--- src/hw/desc_pkg.sv ---
package desc_pkg;
    localparam int          HDR_BYTES      = 8;
    localparam int          DW_BYTES       = 4;
    localparam int          ADDR_W         = 12;
    localparam int          LIST_SLOTS     = 16;
    localparam int          CNT_W          = 10;
    localparam int          CC_LSB         = 4;
    localparam int          CC_W           = 4;
    localparam int          ACT_BIT        = 3;
    localparam int          TOG_BIT        = 2;
    localparam int          CNT_HI_W       = 2;
    localparam int          BYTE_COUNT_LO  = 0;
    localparam int          BYTE_STATUS    = 1;
    localparam int          BYTE_MPS_LO    = 2;
    localparam int          BYTE_MPS_HI    = 3;
    localparam int          BYTE_TOT_LO    = 4;
    localparam int          BYTE_TOT_HI    = 5;
    localparam logic [1:0]  LIST_APER      = 2'h0;
    localparam logic [1:0]  LIST_INTR      = 2'h1;
    localparam logic [1:0]  LIST_ISO0      = 2'h2;
    localparam logic [1:0]  LIST_ISO1      = 2'h3;
    localparam logic [1:0]  FS_OPERATIONAL = 2'h2;
    localparam logic [3:0]  CC_NO_ERROR    = 4'h0;

    typedef enum logic [3:0] {
        ST_IDLE   = 4'h0,
        ST_PICK   = 4'h1,
        ST_RD0    = 4'h2,
        ST_RD1    = 4'h3,
        ST_RD2    = 4'h4,
        ST_RD3    = 4'h5,
        ST_RD4    = 4'h6,
        ST_RD5    = 4'h7,
        ST_XFER   = 4'h8,
        ST_WAIT   = 4'h9,
        ST_WB0    = 4'ha,
        ST_WB1    = 4'hb,
        ST_NEXT   = 4'hc
    } walk_state_e;
endpackage

--- src/hw/stream_if.sv ---
`timescale 1ns/1ps
interface stream_if #(parameter int W = 8);
    logic         valid;
    logic         ready;
    logic [W-1:0] data;
    modport src  (output valid, output data, input ready);
    modport sink (input valid, input data, output ready);
endinterface

--- src/hw/desc_fifo.sv ---
`timescale 1ns/1ps
module desc_fifo #(
    parameter int WIDTH = 8,
    parameter int DEPTH = 8
) (
    input  wire logic  i_clk,
    input  wire logic  i_rst_n,
    input  wire logic  i_ce,
    stream_if.sink     in_s,
    stream_if.src      out_s
);
    localparam int PW = $clog2(DEPTH);

    logic [WIDTH-1:0] mem_q [DEPTH];
    logic [WIDTH-1:0] mem_d [DEPTH];
    logic [PW-1:0]    wr_q, wr_d, rd_q, rd_d;
    logic [PW:0]      cnt_q, cnt_d;
    logic             push, pop;

    assign in_s.ready  = (cnt_q != (PW+1)'(DEPTH));
    assign out_s.valid = (cnt_q != '0);
    assign out_s.data  = mem_q[rd_q];
    assign push        = in_s.valid & in_s.ready;
    assign pop         = out_s.valid & out_s.ready;

    always_comb begin
        wr_d  = wr_q;
        rd_d  = rd_q;
        cnt_d = cnt_q;
        for (int k = 0; k < DEPTH; k++) begin
            mem_d[k] = mem_q[k];
        end
        if (push) begin
            mem_d[wr_q] = in_s.data;
            wr_d        = (wr_q == PW'(DEPTH - 1)) ? '0 : wr_q + 1'b1;
        end
        if (pop) begin
            rd_d = (rd_q == PW'(DEPTH - 1)) ? '0 : rd_q + 1'b1;
        end
        cnt_d = cnt_q + (PW+1)'(push) - (PW+1)'(pop);
    end

    always_ff @(posedge i_clk or negedge i_rst_n) begin
        if (!i_rst_n) begin
            wr_q  <= '0;
            rd_q  <= '0;
            cnt_q <= '0;
            for (int k = 0; k < DEPTH; k++) begin
                mem_q[k] <= '0;
            end
        end else if (i_ce) begin
            wr_q  <= wr_d;
            rd_q  <= rd_d;
            cnt_q <= cnt_d;
            mem_q <= mem_d;
        end
    end
endmodule // desc_fifo

--- src/hw/desc_walker.sv ---
`timescale 1ns/1ps
module desc_walker
    import desc_pkg::*;
#(
    parameter int ADDR_WIDTH = ADDR_W,
    parameter int SLOTS      = LIST_SLOTS,
    parameter int FIFO_DEPTH = 8
) (
    input  wire logic                  I_MCLK,
    input  wire logic                  I_ARST_N,
    input  wire logic                  I_CE,
    input  wire logic [1:0]            I_FUNCTIONAL_STATE_FIELD,
    input  wire logic                  I_APERIODIC_LIST_GO,
    input  wire logic                  I_INTERRUPT_LIST_GO,
    input  wire logic                  I_ISO_LIST0_FULL,
    input  wire logic                  I_ISO_LIST1_FULL,
    input  wire logic [SLOTS-1:0]      I_APERIODIC_SKIP_MAP,
    input  wire logic [SLOTS-1:0]      I_INTERRUPT_SKIP_MAP,
    input  wire logic [ADDR_WIDTH-1:0] I_APERIODIC_BLOCK_SIZE,
    input  wire logic [ADDR_WIDTH-1:0] I_INTERRUPT_BLOCK_SIZE,
    input  wire logic [ADDR_WIDTH-1:0] I_APERIODIC_BASE,
    input  wire logic [ADDR_WIDTH-1:0] I_INTERRUPT_BASE,
    input  wire logic [ADDR_WIDTH-1:0] I_ISO0_BASE,
    input  wire logic [ADDR_WIDTH-1:0] I_ISO1_BASE,
    input  wire logic [ADDR_WIDTH-1:0] I_ISO_LIST_LEN,
    input  wire logic [7:0]            I_MEM_RDATA,
    output logic                       O_MEM_RD,
    output logic                       O_MEM_WR,
    output logic [ADDR_WIDTH-1:0]      O_MEM_ADDR,
    output logic [7:0]                 O_MEM_WDATA,
    output logic                       O_TXN_VALID,
    input  wire logic                  I_TXN_READY,
    output logic [1:0]                 O_TXN_LIST,
    output logic [ADDR_WIDTH-1:0]      O_TXN_ADDR,
    output logic [CNT_W-1:0]           O_TXN_LEN,
    input  wire logic                  I_RES_VALID,
    input  wire logic [CNT_W-1:0]      I_RES_COUNT,
    input  wire logic [CC_W-1:0]       I_RES_CODE,
    input  wire logic                  I_RES_TOGGLE,
    input  wire logic                  I_RES_DONE,
    output logic                       O_BUSY,
    output logic [1:0]                 O_CUR_LIST
);
    localparam int TW = 2 + ADDR_WIDTH + CNT_W;

    logic                  rst_s1_q, rst_n;
    walk_state_e           st_q, st_d;
    logic [1:0]            list_q, list_d;
    logic [ADDR_WIDTH-1:0] ofs_q, ofs_d, hdr_q, hdr_d;
    logic [7:0]            idx_q, idx_d;
    logic [7:0]            b0_q, b0_d, b1_q, b1_d, b2_q, b2_d, b3_q, b3_d;
    logic [7:0]            b4_q, b4_d, b5_q, b5_d;
    logic [CNT_W-1:0]      cnt_q, cnt_d;
    logic [CC_W-1:0]       cc_q, cc_d;
    logic                  tog_q, tog_d, act_q, act_d;
    logic [3:0]            pend_q, pend_d;
    logic [ADDR_WIDTH-1:0] base, blk, iso_sp;
    logic [CNT_W-1:0]      tot_len;
    logic                  skip, last;
    logic                  oper;

    stream_if #(.W(TW)) in_s ();
    stream_if #(.W(TW)) out_s ();

    always_ff @(posedge I_MCLK or negedge I_ARST_N) begin
        if (!I_ARST_N) begin
            rst_s1_q <= 1'b0;
            rst_n    <= 1'b0;
        end else begin
            rst_s1_q <= 1'b1;
            rst_n    <= rst_s1_q;
        end
    end

    desc_fifo #(.WIDTH(TW), .DEPTH(FIFO_DEPTH)) u_fifo (
        .i_clk   (I_MCLK),
        .i_rst_n (rst_n),
        .i_ce    (I_CE),
        .in_s    (in_s),
        .out_s   (out_s)
    );

    assign O_TXN_VALID  = out_s.valid;
    assign out_s.ready  = I_TXN_READY;
    assign O_TXN_LIST   = out_s.data[TW-1 -: 2];
    assign O_TXN_ADDR   = out_s.data[CNT_W +: ADDR_WIDTH];
    assign O_TXN_LEN    = out_s.data[CNT_W-1:0];
    assign in_s.data    = {list_q, hdr_q + ADDR_WIDTH'(HDR_BYTES), tot_len};
    assign in_s.valid   = (st_q == ST_XFER);

    assign oper    = (I_FUNCTIONAL_STATE_FIELD == FS_OPERATIONAL);
    assign tot_len = {b5_q[CNT_HI_W-1:0], b4_q};
    // Widen before rounding so a 1023-byte payload does not wrap
    assign iso_sp  = (ADDR_WIDTH'(tot_len) + ADDR_WIDTH'(DW_BYTES - 1))
                     & ~ADDR_WIDTH'(DW_BYTES - 1);

    always_comb begin
        case (list_q)
            LIST_APER: begin
                base = I_APERIODIC_BASE;
                blk  = I_APERIODIC_BLOCK_SIZE;
                skip = I_APERIODIC_SKIP_MAP[idx_q[$clog2(SLOTS)-1:0]];
            end
            LIST_INTR: begin
                base = I_INTERRUPT_BASE;
                blk  = I_INTERRUPT_BLOCK_SIZE;
                skip = I_INTERRUPT_SKIP_MAP[idx_q[$clog2(SLOTS)-1:0]];
            end
            LIST_ISO0: begin
                base = I_ISO0_BASE;
                blk  = '0;
                skip = 1'b0;
            end
            default: begin
                base = I_ISO1_BASE;
                blk  = '0;
                skip = 1'b0;
            end
        endcase
        last = list_q[1] ? (ofs_q >= I_ISO_LIST_LEN)
                         : (idx_q == 8'(SLOTS));
    end

    always_comb begin
        st_d   = st_q;
        list_d = list_q;
        ofs_d  = ofs_q;
        hdr_d  = hdr_q;
        idx_d  = idx_q;
        b0_d   = b0_q;
        b1_d   = b1_q;
        b2_d   = b2_q;
        b3_d   = b3_q;
        b4_d   = b4_q;
        b5_d   = b5_q;
        cnt_d  = cnt_q;
        cc_d   = cc_q;
        tog_d  = tog_q;
        act_d  = act_q;
        pend_d = pend_q | {I_ISO_LIST1_FULL, I_ISO_LIST0_FULL,
                           I_INTERRUPT_LIST_GO, I_APERIODIC_LIST_GO};
        pend_d = pend_d & {I_ISO_LIST1_FULL, I_ISO_LIST0_FULL,
                           I_INTERRUPT_LIST_GO, I_APERIODIC_LIST_GO};
        O_MEM_RD    = 1'b0;
        O_MEM_WR    = 1'b0;
        O_MEM_ADDR  = hdr_q;
        O_MEM_WDATA = 8'h00;
        case (st_q)
            ST_IDLE: begin
                if (oper && pend_q != 4'h0) begin
                    st_d = ST_PICK;
                end
            end
            ST_PICK: begin
                st_d  = ST_IDLE;
                idx_d = '0;
                ofs_d = '0;
                for (int k = 3; k >= 0; k--) begin
                    if (pend_q[k]) begin
                        list_d = 2'(k);
                        st_d   = ST_NEXT;
                    end
                end
            end
            ST_NEXT: begin
                hdr_d = base + ofs_q;
                if (!oper || last) begin
                    pend_d[list_q] = 1'b0;
                    st_d           = ST_IDLE;
                end else if (skip) begin
                    idx_d = idx_q + 8'h01;
                    ofs_d = ofs_q + blk + ADDR_WIDTH'(HDR_BYTES);
                end else begin
                    st_d = ST_RD0;
                end
            end
            ST_RD0: begin
                O_MEM_RD   = 1'b1;
                O_MEM_ADDR = hdr_q + ADDR_WIDTH'(BYTE_COUNT_LO);
                st_d       = ST_RD1;
            end
            ST_RD1: begin
                O_MEM_RD   = 1'b1;
                O_MEM_ADDR = hdr_q + ADDR_WIDTH'(BYTE_STATUS);
                b0_d       = I_MEM_RDATA;
                st_d       = ST_RD2;
            end
            ST_RD2: begin
                O_MEM_RD   = 1'b1;
                O_MEM_ADDR = hdr_q + ADDR_WIDTH'(BYTE_MPS_LO);
                b1_d       = I_MEM_RDATA;
                st_d       = ST_RD3;
            end
            ST_RD3: begin
                O_MEM_RD   = 1'b1;
                O_MEM_ADDR = hdr_q + ADDR_WIDTH'(BYTE_TOT_LO);
                b2_d       = I_MEM_RDATA;
                st_d       = ST_RD4;
            end
            ST_RD4: begin
                O_MEM_RD   = 1'b1;
                O_MEM_ADDR = hdr_q + ADDR_WIDTH'(BYTE_TOT_HI);
                b4_d       = I_MEM_RDATA;
                st_d       = ST_RD5;
            end
            ST_RD5: begin
                b5_d  = I_MEM_RDATA;
                act_d = b1_q[ACT_BIT];
                tog_d = b1_q[TOG_BIT];
                cnt_d = {b1_q[CNT_HI_W-1:0], b0_q};
                cc_d  = b1_q[CC_LSB +: CC_W];
                st_d  = b1_q[ACT_BIT] ? ST_XFER : ST_WB0;
                if (!b1_q[ACT_BIT]) begin
                    st_d = ST_WB0;
                end
            end
            ST_XFER: begin
                if (in_s.ready) begin
                    st_d = ST_WAIT;
                end
            end
            ST_WAIT: begin
                if (I_RES_VALID) begin
                    cnt_d = I_RES_COUNT;
                    cc_d  = I_RES_CODE;
                    tog_d = I_RES_TOGGLE;
                    act_d = ~I_RES_DONE & (I_RES_CODE == CC_NO_ERROR);
                    st_d  = ST_WB0;
                end
            end
            ST_WB0: begin
                O_MEM_WR    = 1'b1;
                O_MEM_ADDR  = hdr_q + ADDR_WIDTH'(BYTE_COUNT_LO);
                O_MEM_WDATA = cnt_q[7:0];
                st_d        = ST_WB1;
            end
            ST_WB1: begin
                O_MEM_WR    = 1'b1;
                O_MEM_ADDR  = hdr_q + ADDR_WIDTH'(BYTE_STATUS);
                O_MEM_WDATA = {cc_q, act_q, tog_q, cnt_q[CNT_W-1 -: CNT_HI_W]};
                idx_d       = idx_q + 8'h01;
                if (list_q[1]) begin
                    ofs_d = ofs_q + iso_sp + ADDR_WIDTH'(HDR_BYTES);
                end else begin
                    ofs_d = ofs_q + blk + ADDR_WIDTH'(HDR_BYTES);
                end
                st_d = ST_NEXT;
            end
            default: begin
                st_d = ST_IDLE;
            end
        endcase
    end

    always_ff @(posedge I_MCLK or negedge rst_n) begin
        if (!rst_n) begin
            st_q   <= ST_IDLE;
            list_q <= LIST_APER;
            ofs_q  <= '0;
            hdr_q  <= '0;
            idx_q  <= '0;
            b0_q   <= '0;
            b1_q   <= '0;
            b2_q   <= '0;
            b3_q   <= '0;
            b4_q   <= '0;
            b5_q   <= '0;
            cnt_q  <= '0;
            cc_q   <= '0;
            tog_q  <= 1'b0;
            act_q  <= 1'b0;
            pend_q <= '0;
        end else if (I_CE) begin
            st_q   <= st_d;
            list_q <= list_d;
            ofs_q  <= ofs_d;
            hdr_q  <= hdr_d;
            idx_q  <= idx_d;
            b0_q   <= b0_d;
            b1_q   <= b1_d;
            b2_q   <= b2_d;
            b3_q   <= b3_d;
            b4_q   <= b4_d;
            b5_q   <= b5_d;
            cnt_q  <= cnt_d;
            cc_q   <= cc_d;
            tog_q  <= tog_d;
            act_q  <= act_d;
            pend_q <= pend_d;
        end
    end

    assign O_BUSY     = (st_q != ST_IDLE);
    assign O_CUR_LIST = list_q;
endmodule // desc_walker

--- config.mk ---
export PLATFORM = sky130hd
export DESIGN_NAME = desc_walker
export DESIGN_NICKNAME = d
export VERILOG_FILES = /design/src/hw/desc_pkg.sv /design/src/hw/stream_if.sv /design/src/hw/desc_fifo.sv /design/src/hw/desc_walker.sv
export SDC_FILE = /design/constraint.sdc
export NUM_CORES = 1
export LEC_CHECK = 0
export ABC_AREA = 0
export BUFFER_PORTS_ARGS = -buffer_cell sky130_fd_sc_hd__buf_2
export CORE_ASPECT_RATIO = 1.75
export CORE_MARGIN = 1.5
export CORE_UTILIZATION = 42
export CTS_BUF_LIST = sky130_fd_sc_hd__clkbuf_4 sky130_fd_sc_hd__clkbuf_8
export DETAILED_ROUTE_END_ITERATION = 10
export PLACE_DENSITY_LB_ADDON = 0.3
export SETUP_SLACK_MARGIN = 0.02
export SKIP_CTS_REPAIR_TIMING = 1
export SYNTH_ARGS = -nofsm -noshare
export SYNTH_HDL_FRONTEND = slang
export SYNTH_HIERARCHICAL = 1
export SYNTH_SLANG_ARGS = --single-unit
--- constraint.sdc ---
create_clock -name I_MCLK -period 11.6 [get_ports I_MCLK]
set_input_delay 0.58 -clock I_MCLK [delete_from_list [all_inputs] [get_ports I_MCLK]]
set_output_delay 0.58 -clock I_MCLK [all_outputs]
set_load 0.005 [all_outputs]
Word-level counts from Yosys, hierarchy flattened
Index checks and enable logic that the tools add are counted.

storage, ports and cells
  memories kept = 0
  bits in writable memories = 0
  word-level logic and storage cells = 166
  latch bits = 0
  bits in read-only memories = 0
  output and inout bits = 50
  bits in registers = 288
  bits of input ports = 151

operators by class
  equal/unequal tests = 25
  div/mod/pow operators = 0
  shift-type cells = 0
  multipliers = 0
  $add $sub $neg = 16
  reductions and logical operators = 27
  bitwise logic cells = 10
  muxes and demuxes = 54
  order comparisons = 7

operators with widths
  kind                                                 number
  bitwise mux 192 bit                                  1
  binary-select mux 24 bit (select 3 bit)              1
  demux 24 bit (select 3 bit)                          1
  two-way mux 24 bit                                   3
  case mux 12 bit (3 select lines)                     2
  case mux 4 bit (13 select lines)                     1
  two-way mux 4 bit                                    12
  case mux 12 bit (4 select lines)                     1
  adder 12 x 4 -> 12 bit, second input constant        3
  two-way mux 12 bit                                   3
  adder 12 bit                                         2
  adder 12 x 3 -> 12 bit, second input constant        2
  case mux 12 bit (2 select lines)                     1
  case mux 8 bit (3 select lines)                      1
  equality test 4 bit, second input constant           5
  case mux 10 bit (2 select lines)                     1
  equality test 4 x 3 -> 1 bit, second input constant  4
  two-way mux 8 bit                                    2
  case mux 8 bit (2 select lines)                      1
  AND reduction 2 bit                                  7
  adder 12 x 1 -> 12 bit, second input constant        1
  adder 12 x 11 -> 12 bit                              1
  adder 12 x 2 -> 12 bit, second input constant        1
  >= comparator 12 bit                                 1
  other kinds (46)                                     81

Longest topological paths before layout
  depth in word-level cells = 8
  gate-level depth with buffers = 16
  depth with buffers taken out = 14

Hierarchy
Netlist, hierarchy kept.

modules (own cells, without submodules)
  module       times used  area each (µm²)  sequential area each (µm²)  cells each
  desc_fifo    1           9,381.5          5,054.8                     558
  desc_walker  1           7,348.3          2,152.1                     798

Least setup slack after synthesis
Ideal clock, no wire load.

  path type = register to register
  start = register list_q[0], in the netlist O_CUR_LIST[0]
  end = register ofs_q[11]
  path buffers = 3
  period minus slack after synthesis = 3.967 ns
  library setup time = 0.121 ns
  arrival = 3.846 ns
  cell stages (with the launch flop) = 17
  slack = 7.633 ns
  data required time = 11.479 ns
  path through = dfrtp_1 > buf_2 > buf_2 > clkbuf_1 > mux2i_1 > nor2_1 > ha_1 > ha_1 > inv_1 > fa_1 > nand2b_1 > a21oi_1 > nor3_1 > o41ai_1 > xnor2_1 > o2bb2ai_1 > a22o_1

on the way
  word-level cells in the longest chain between the ends = 7
  elaborated cells on any way between the ends = 12
  those cells by class = add/sub (2); eq/ne (2); mux (6); reduce/logical (2)

RTL lines
  element                                                                 line                                    RTL
  start, declared                                                         desc_walker.sv:48                       logic [1:0] list_q, list_d;
  start signal, assigned                                                  desc_walker.sv:275                      list_q <= list_d;
  equality test 2 x 1 -> 1 bit / zero test 2 bit (equally long branches)  desc_walker.sv:98                       case (list_q)
  case mux 12 bit (2 select lines)                                        desc_walker.sv:98
  adder 12 bit                                                            desc_walker.sv:172, desc_walker.sv:245
  adder 12 x 4 -> 12 bit                                                  desc_walker.sv:172, desc_walker.sv:245
  two-way mux 12 bit                                                      desc_walker.sv:170                      end else if (skip) begin
  two-way mux 12 bit                                                      desc_walker.sv:167                      if (!oper || last) begin
  case mux 12 bit (3 select lines)                                        desc_walker.sv:148                      case (st_q)
  end signal, assigned                                                    desc_walker.sv:276                      ofs_q <= ofs_d;
  end, declared                                                           desc_walker.sv:49                       logic [ADDR_WIDTH-1:0] ofs_q, ofs_d, hdr_q, hdr_d;

Several ways; a longest one is shown, not always the timed one. The select of a mux whose other input is x is not followed.
A chain may end at the register's enable or synchronous reset.

Final worst setup path
  start = register st_q[2]
  end = output O_MEM_ADDR[9]

on the way
  word-level cells in the longest chain between the ends = 3
  elaborated cells on any way between the ends = 7
  those cells by class = eq/ne (5); mux (1); reduce/logical (1)

RTL lines
  element                                                                     line                RTL
  start, declared                                                             desc_walker.sv:47   walk_state_e st_q, st_d;
  start signal, assigned                                                      desc_walker.sv:274  st_q <= st_d;
  equality test 4 bit / equality test 4 x 2 -> 1 bit (equally long branches)  desc_walker.sv:148
  OR reduction 2 bit (no line)                                                n/a
  case mux 12 bit (4 select lines) (*)                                        desc_walker.sv:148
  end, declared                                                               desc_walker.sv:29   output logic [ADDR_WIDTH-1:0] O_MEM_ADDR,

Mark *: on every way between the ends. The rest lies on a longest branch, timed or not.

==> results.sh <==
export IMPL_final_hold_violation_count=0
export IMPL_intPower_mw=2.67
export IMPL_die_area_um2=41100
export IMPL_tritoncts="yes"
export IMPL_r2r_slack_ns=7.74
export IMPL_fin_util_pct=48.4
export IMPL_drt_pass1_iterations=4
export IMPL_cts_root_buf="clkbuf_8"
export IMPL_critPathCaptureType="output port"
export IMPL_ys_flop_type="dfrtp_1"
export IMPL_start_util_pct=42.6
export IMPL_gp_congestion=0.862
export IMPL_cpMaxStageDelayCell="dfrtp_1"
export IMPL_yosys_area_top_type="dfrtp_1"
export IMPL_regArea_um2=7220
export IMPL_p_switching_mw=1.75
export IMPL_fillers=3541
export IMPL_r2r_start="O_CUR_LIST[0]"
export IMPL_critPathTopFamily="simple AND/OR/NAND/NOR gates"
export IMPL_die_w_um=154
export IMPL_startpoint_type="flip-flop"
export IMPL_clkTransAtPathRegs_ns=0.06
export IMPL_rsz0062_at_grt="false"
export IMPL_grt_start_max_net_pins=145
export IMPL_maxSlewViolCount=0
export IMPL_cts_path_max_buffers=3
export IMPL_arrival_ns=3.48
export IMPL_combPwrFrac_pct=44.3
export IMPL_power_frac_clock_pct=20.6
export IMPL_synth_fp_nets=1594
export IMPL_critPathMaxFanout=9
export IMPL_post_route_drc_count=0
export IMPL_syn_area_per_cell_um2=12.3
export IMPL_synthDistinctLibCells=67
export IMPL_synth_edf_count=0
export IMPL_core_area_um2=39300
export IMPL_numClockSinks=288
export IMPL_min_path_cells=2
export IMPL_crit_path_frequent_cell="ha_1"
export IMPL_fin_crit_ns=4.06
export IMPL_worst_slew_pin_slew_ns=1.08
export IMPL_ant_nets=0
export IMPL_setup_tns_ns=0
export IMPL_syn_area_um2=16700
export IMPL_rows=96
export IMPL_vias_per_cell=5.60
export IMPL_status="finished clean"
export IMPL_area_growth_pct=13.7
export IMPL_setup_viol=0
export IMPL_hold_path_class="in -> reg"
export IMPL_swShare_pct=39.6
export IMPL_final_area_um2=19000
export IMPL_io_buffers=200
export IMPL_yosys_top_cells_area="dfrtp_1 (43%), mux2_2 (17%), mux4_2 (8.3%)"
export IMPL_hp_start="I_MEM_RDATA[7]"
export IMPL_r2r_end="ofs_q[11]"
export IMPL_ys_seq_area_share_pct=43.1
export IMPL_drt_iter0_markers=441
export IMPL_yosysTopAreaCellShare_pct=43.1
export IMPL_io_pins=201
export IMPL_layout_common_cells="dfrtp_1 (283), mux2_2 (250), buf_2 (200)"
export IMPL_die_h_um=267
export IMPL_cp_buffers_inverters=2
export IMPL_async_flop_share_pct=100
export IMPL_hpwl_mm=28.9
export IMPL_htree_levels=2
export IMPL_reg2reg_depth=13
export IMPL_grt_overflow_total=0
export IMPL_antenna_found_initial=1
export IMPL_drv_cap=0
export IMPL_power_mw=4.42
export IMPL_hold_path_end="b4_q[7]"
export IMPL_max_freq_ghz=0.246
export IMPL_dpl_instance_area_um2=18100
export IMPL_yosysWarnings=6
export IMPL_relSlewSlack_pct=28.0
export IMPL_multi_input_area_um2=8910
export IMPL_grt_pass1_vias=12457
export IMPL_dr_total_vias=11568
export IMPL_cp_cell_sequence="inv_1 -> ha_1 -> nor2_1 -> or2_2 -> ha_1 -> a31oi_1 -> and3_1 -> nor3_1 -> o21ai_0 -> xnor2_1 -> buf_2"
export IMPL_p_seq_share_pct=35.2
export IMPL_synthCells=1356
export IMPL_wl_per_cell_um=20.1
export IMPL_max_stage_delay_ns=0.41
export IMPL_fin_hold_ws_ns=0.290
export IMPL_clkLatencyLatePin_ns=0.58
export IMPL_power_leakage_nw=9.23
export IMPL_cts_buffers=42
export IMPL_clock_skew_ns=0.0335
export IMPL_drive_above_1_share_pct=39.9
export IMPL_layout_nets=1783
export IMPL_grt_pass1_wl_mm=67.4
export IMPL_grt_use_total_pct=20.9
export IMPL_peakVddDrop_mv=0.108
export IMPL_finalCritPeriodShare_pct=35.0
export IMPL_powerDensity_nw_per_um2=233
export IMPL_final_common_cell="dfrtp_1"
export IMPL_totalWireLength_mm=41.5
export IMPL_ys_ff_latch=288
export IMPL_critPathKind="reg -> out"
export IMPL_critPathRequiredTime_ns=11.02
## flip-flops by register name, summed over array words and instances, names as in the netlist, 8 cells and up
signal        count
ofs_q            12
b4_q              8
hdr_q            12
b1_q              8
u_fifo/mem_q    192
idx_q             8
cnt_q            10
b0_q              8
## cell type report
| type | instances | area share, % |
|---|---|---|
| multi-input combinational | 944 | 46.8 |
| sequential | 288 | 37.9 |
| timing repair buffer | 218 | 6.05 |
| clock buffer | 65 | 4.28 |
| tap | 490 | 3.22 |
| inverter | 51 | 1.01 |
| clock inverter | 10 | 0.684 |
| antenna | 1 | 0.0132 |
## power groups by stage
stage,clock (mW),combinational (mW),sequential [mW]
final,0.909,1.96,1.56
after global routing,0.976,2.19,1.60
after CTS,0.935,1.98,1.56
after detailed placement,0,1.96,1.58
after global placement,0,1.93,1.56
after floorplan,0,1.56,1.40
## synthesized netlist by cell type, drive strengths merged, types with 10 or more instances
master / instances
o21a: 12
xnor2: 30
buf: 43
inv: 51
dfrtp: 288
nor2b: 10
nor2: 76
nand2b: 10
mux2: 262
a21oi: 53
mux4: 62
xor2: 19
mux2i: 52
a31oi: 10
clkbuf: 30
nand2: 60
nor3: 23
o21ai: 45
ha: 83
nand3: 23
## worst max-delay path by stage
stage / start / cells after the start / slack [ns] / endpoint
final: st_q[2] / 11 / 7.54 / O_MEM_ADDR[9]
after floorplan: rst_n / 0 / 2.98 / O_CUR_LIST[0]
after global placement: O_CUR_LIST[0] / 13 / 7.77 / ofs_q[11]
after global routing: st_q[3] / 11 / 7.38 / O_MEM_ADDR[9]
after CTS: st_q[2] / 11 / 7.51 / O_MEM_ADDR[9]
after detailed placement: O_CUR_LIST[0] / 13 / 7.67 / ofs_q[11]
## per-stage QoR
| stage | std cells | worst slack, ns |
|---|---|---|
| floorplan | 1356 | 2.98 |
| finish | 2067 | 7.54 |
| global placement | 1990 | 7.77 |
| CTS | 2065 | 7.51 |
| detailed placement | 1990 | 7.67 |
| global route | 2067 | 7.38 |
## cells by family after synthesis
| kind of cell | count (synthesis) | share of synthesized area (%) |
|---|---|---|
| buf+inv | 124 | 3.72 |
| simple gates | 248 | 7.82 |
| fa+ha+maj | 87 | 6.69 |
| flops | 288 | 43.1 |
| mux | 376 | 29.1 |
| other cells | 1 | 0.0224 |
| compound gates | 183 | 7.02 |
| xor+xnor | 49 | 2.57 |
## worst reg2reg max path, cell delays in order (launching register included)
cell and delay (ns):
dfrtp_2 1.09, mux2i_1 0.29, nor2_1 0.06, ha_1 0.29, ha_1 0.19, inv_1 0.06
fa_1 0.40, nand2b_1 0.18, a21oi_1 0.21, nor3_1 0.11, o41ai_1 0.45, xnor2_1 0.17
o2bb2ai_1 0.08, a22o_1 0.17
## per-layer routing
metal | share of wire, % | vias to the layer above | track usage (%)
met5 | 0 | - | 0
met4 | 3.9 | 0 | 8.87
met3 | 3.2 | 86 | 2.55
met2 | 54 | 247 | 39.6
met1 | 39 | 5894 | 23.3
li1 | - | 5341 | -
Note: power is estimated with default switching activity, not from simulation.
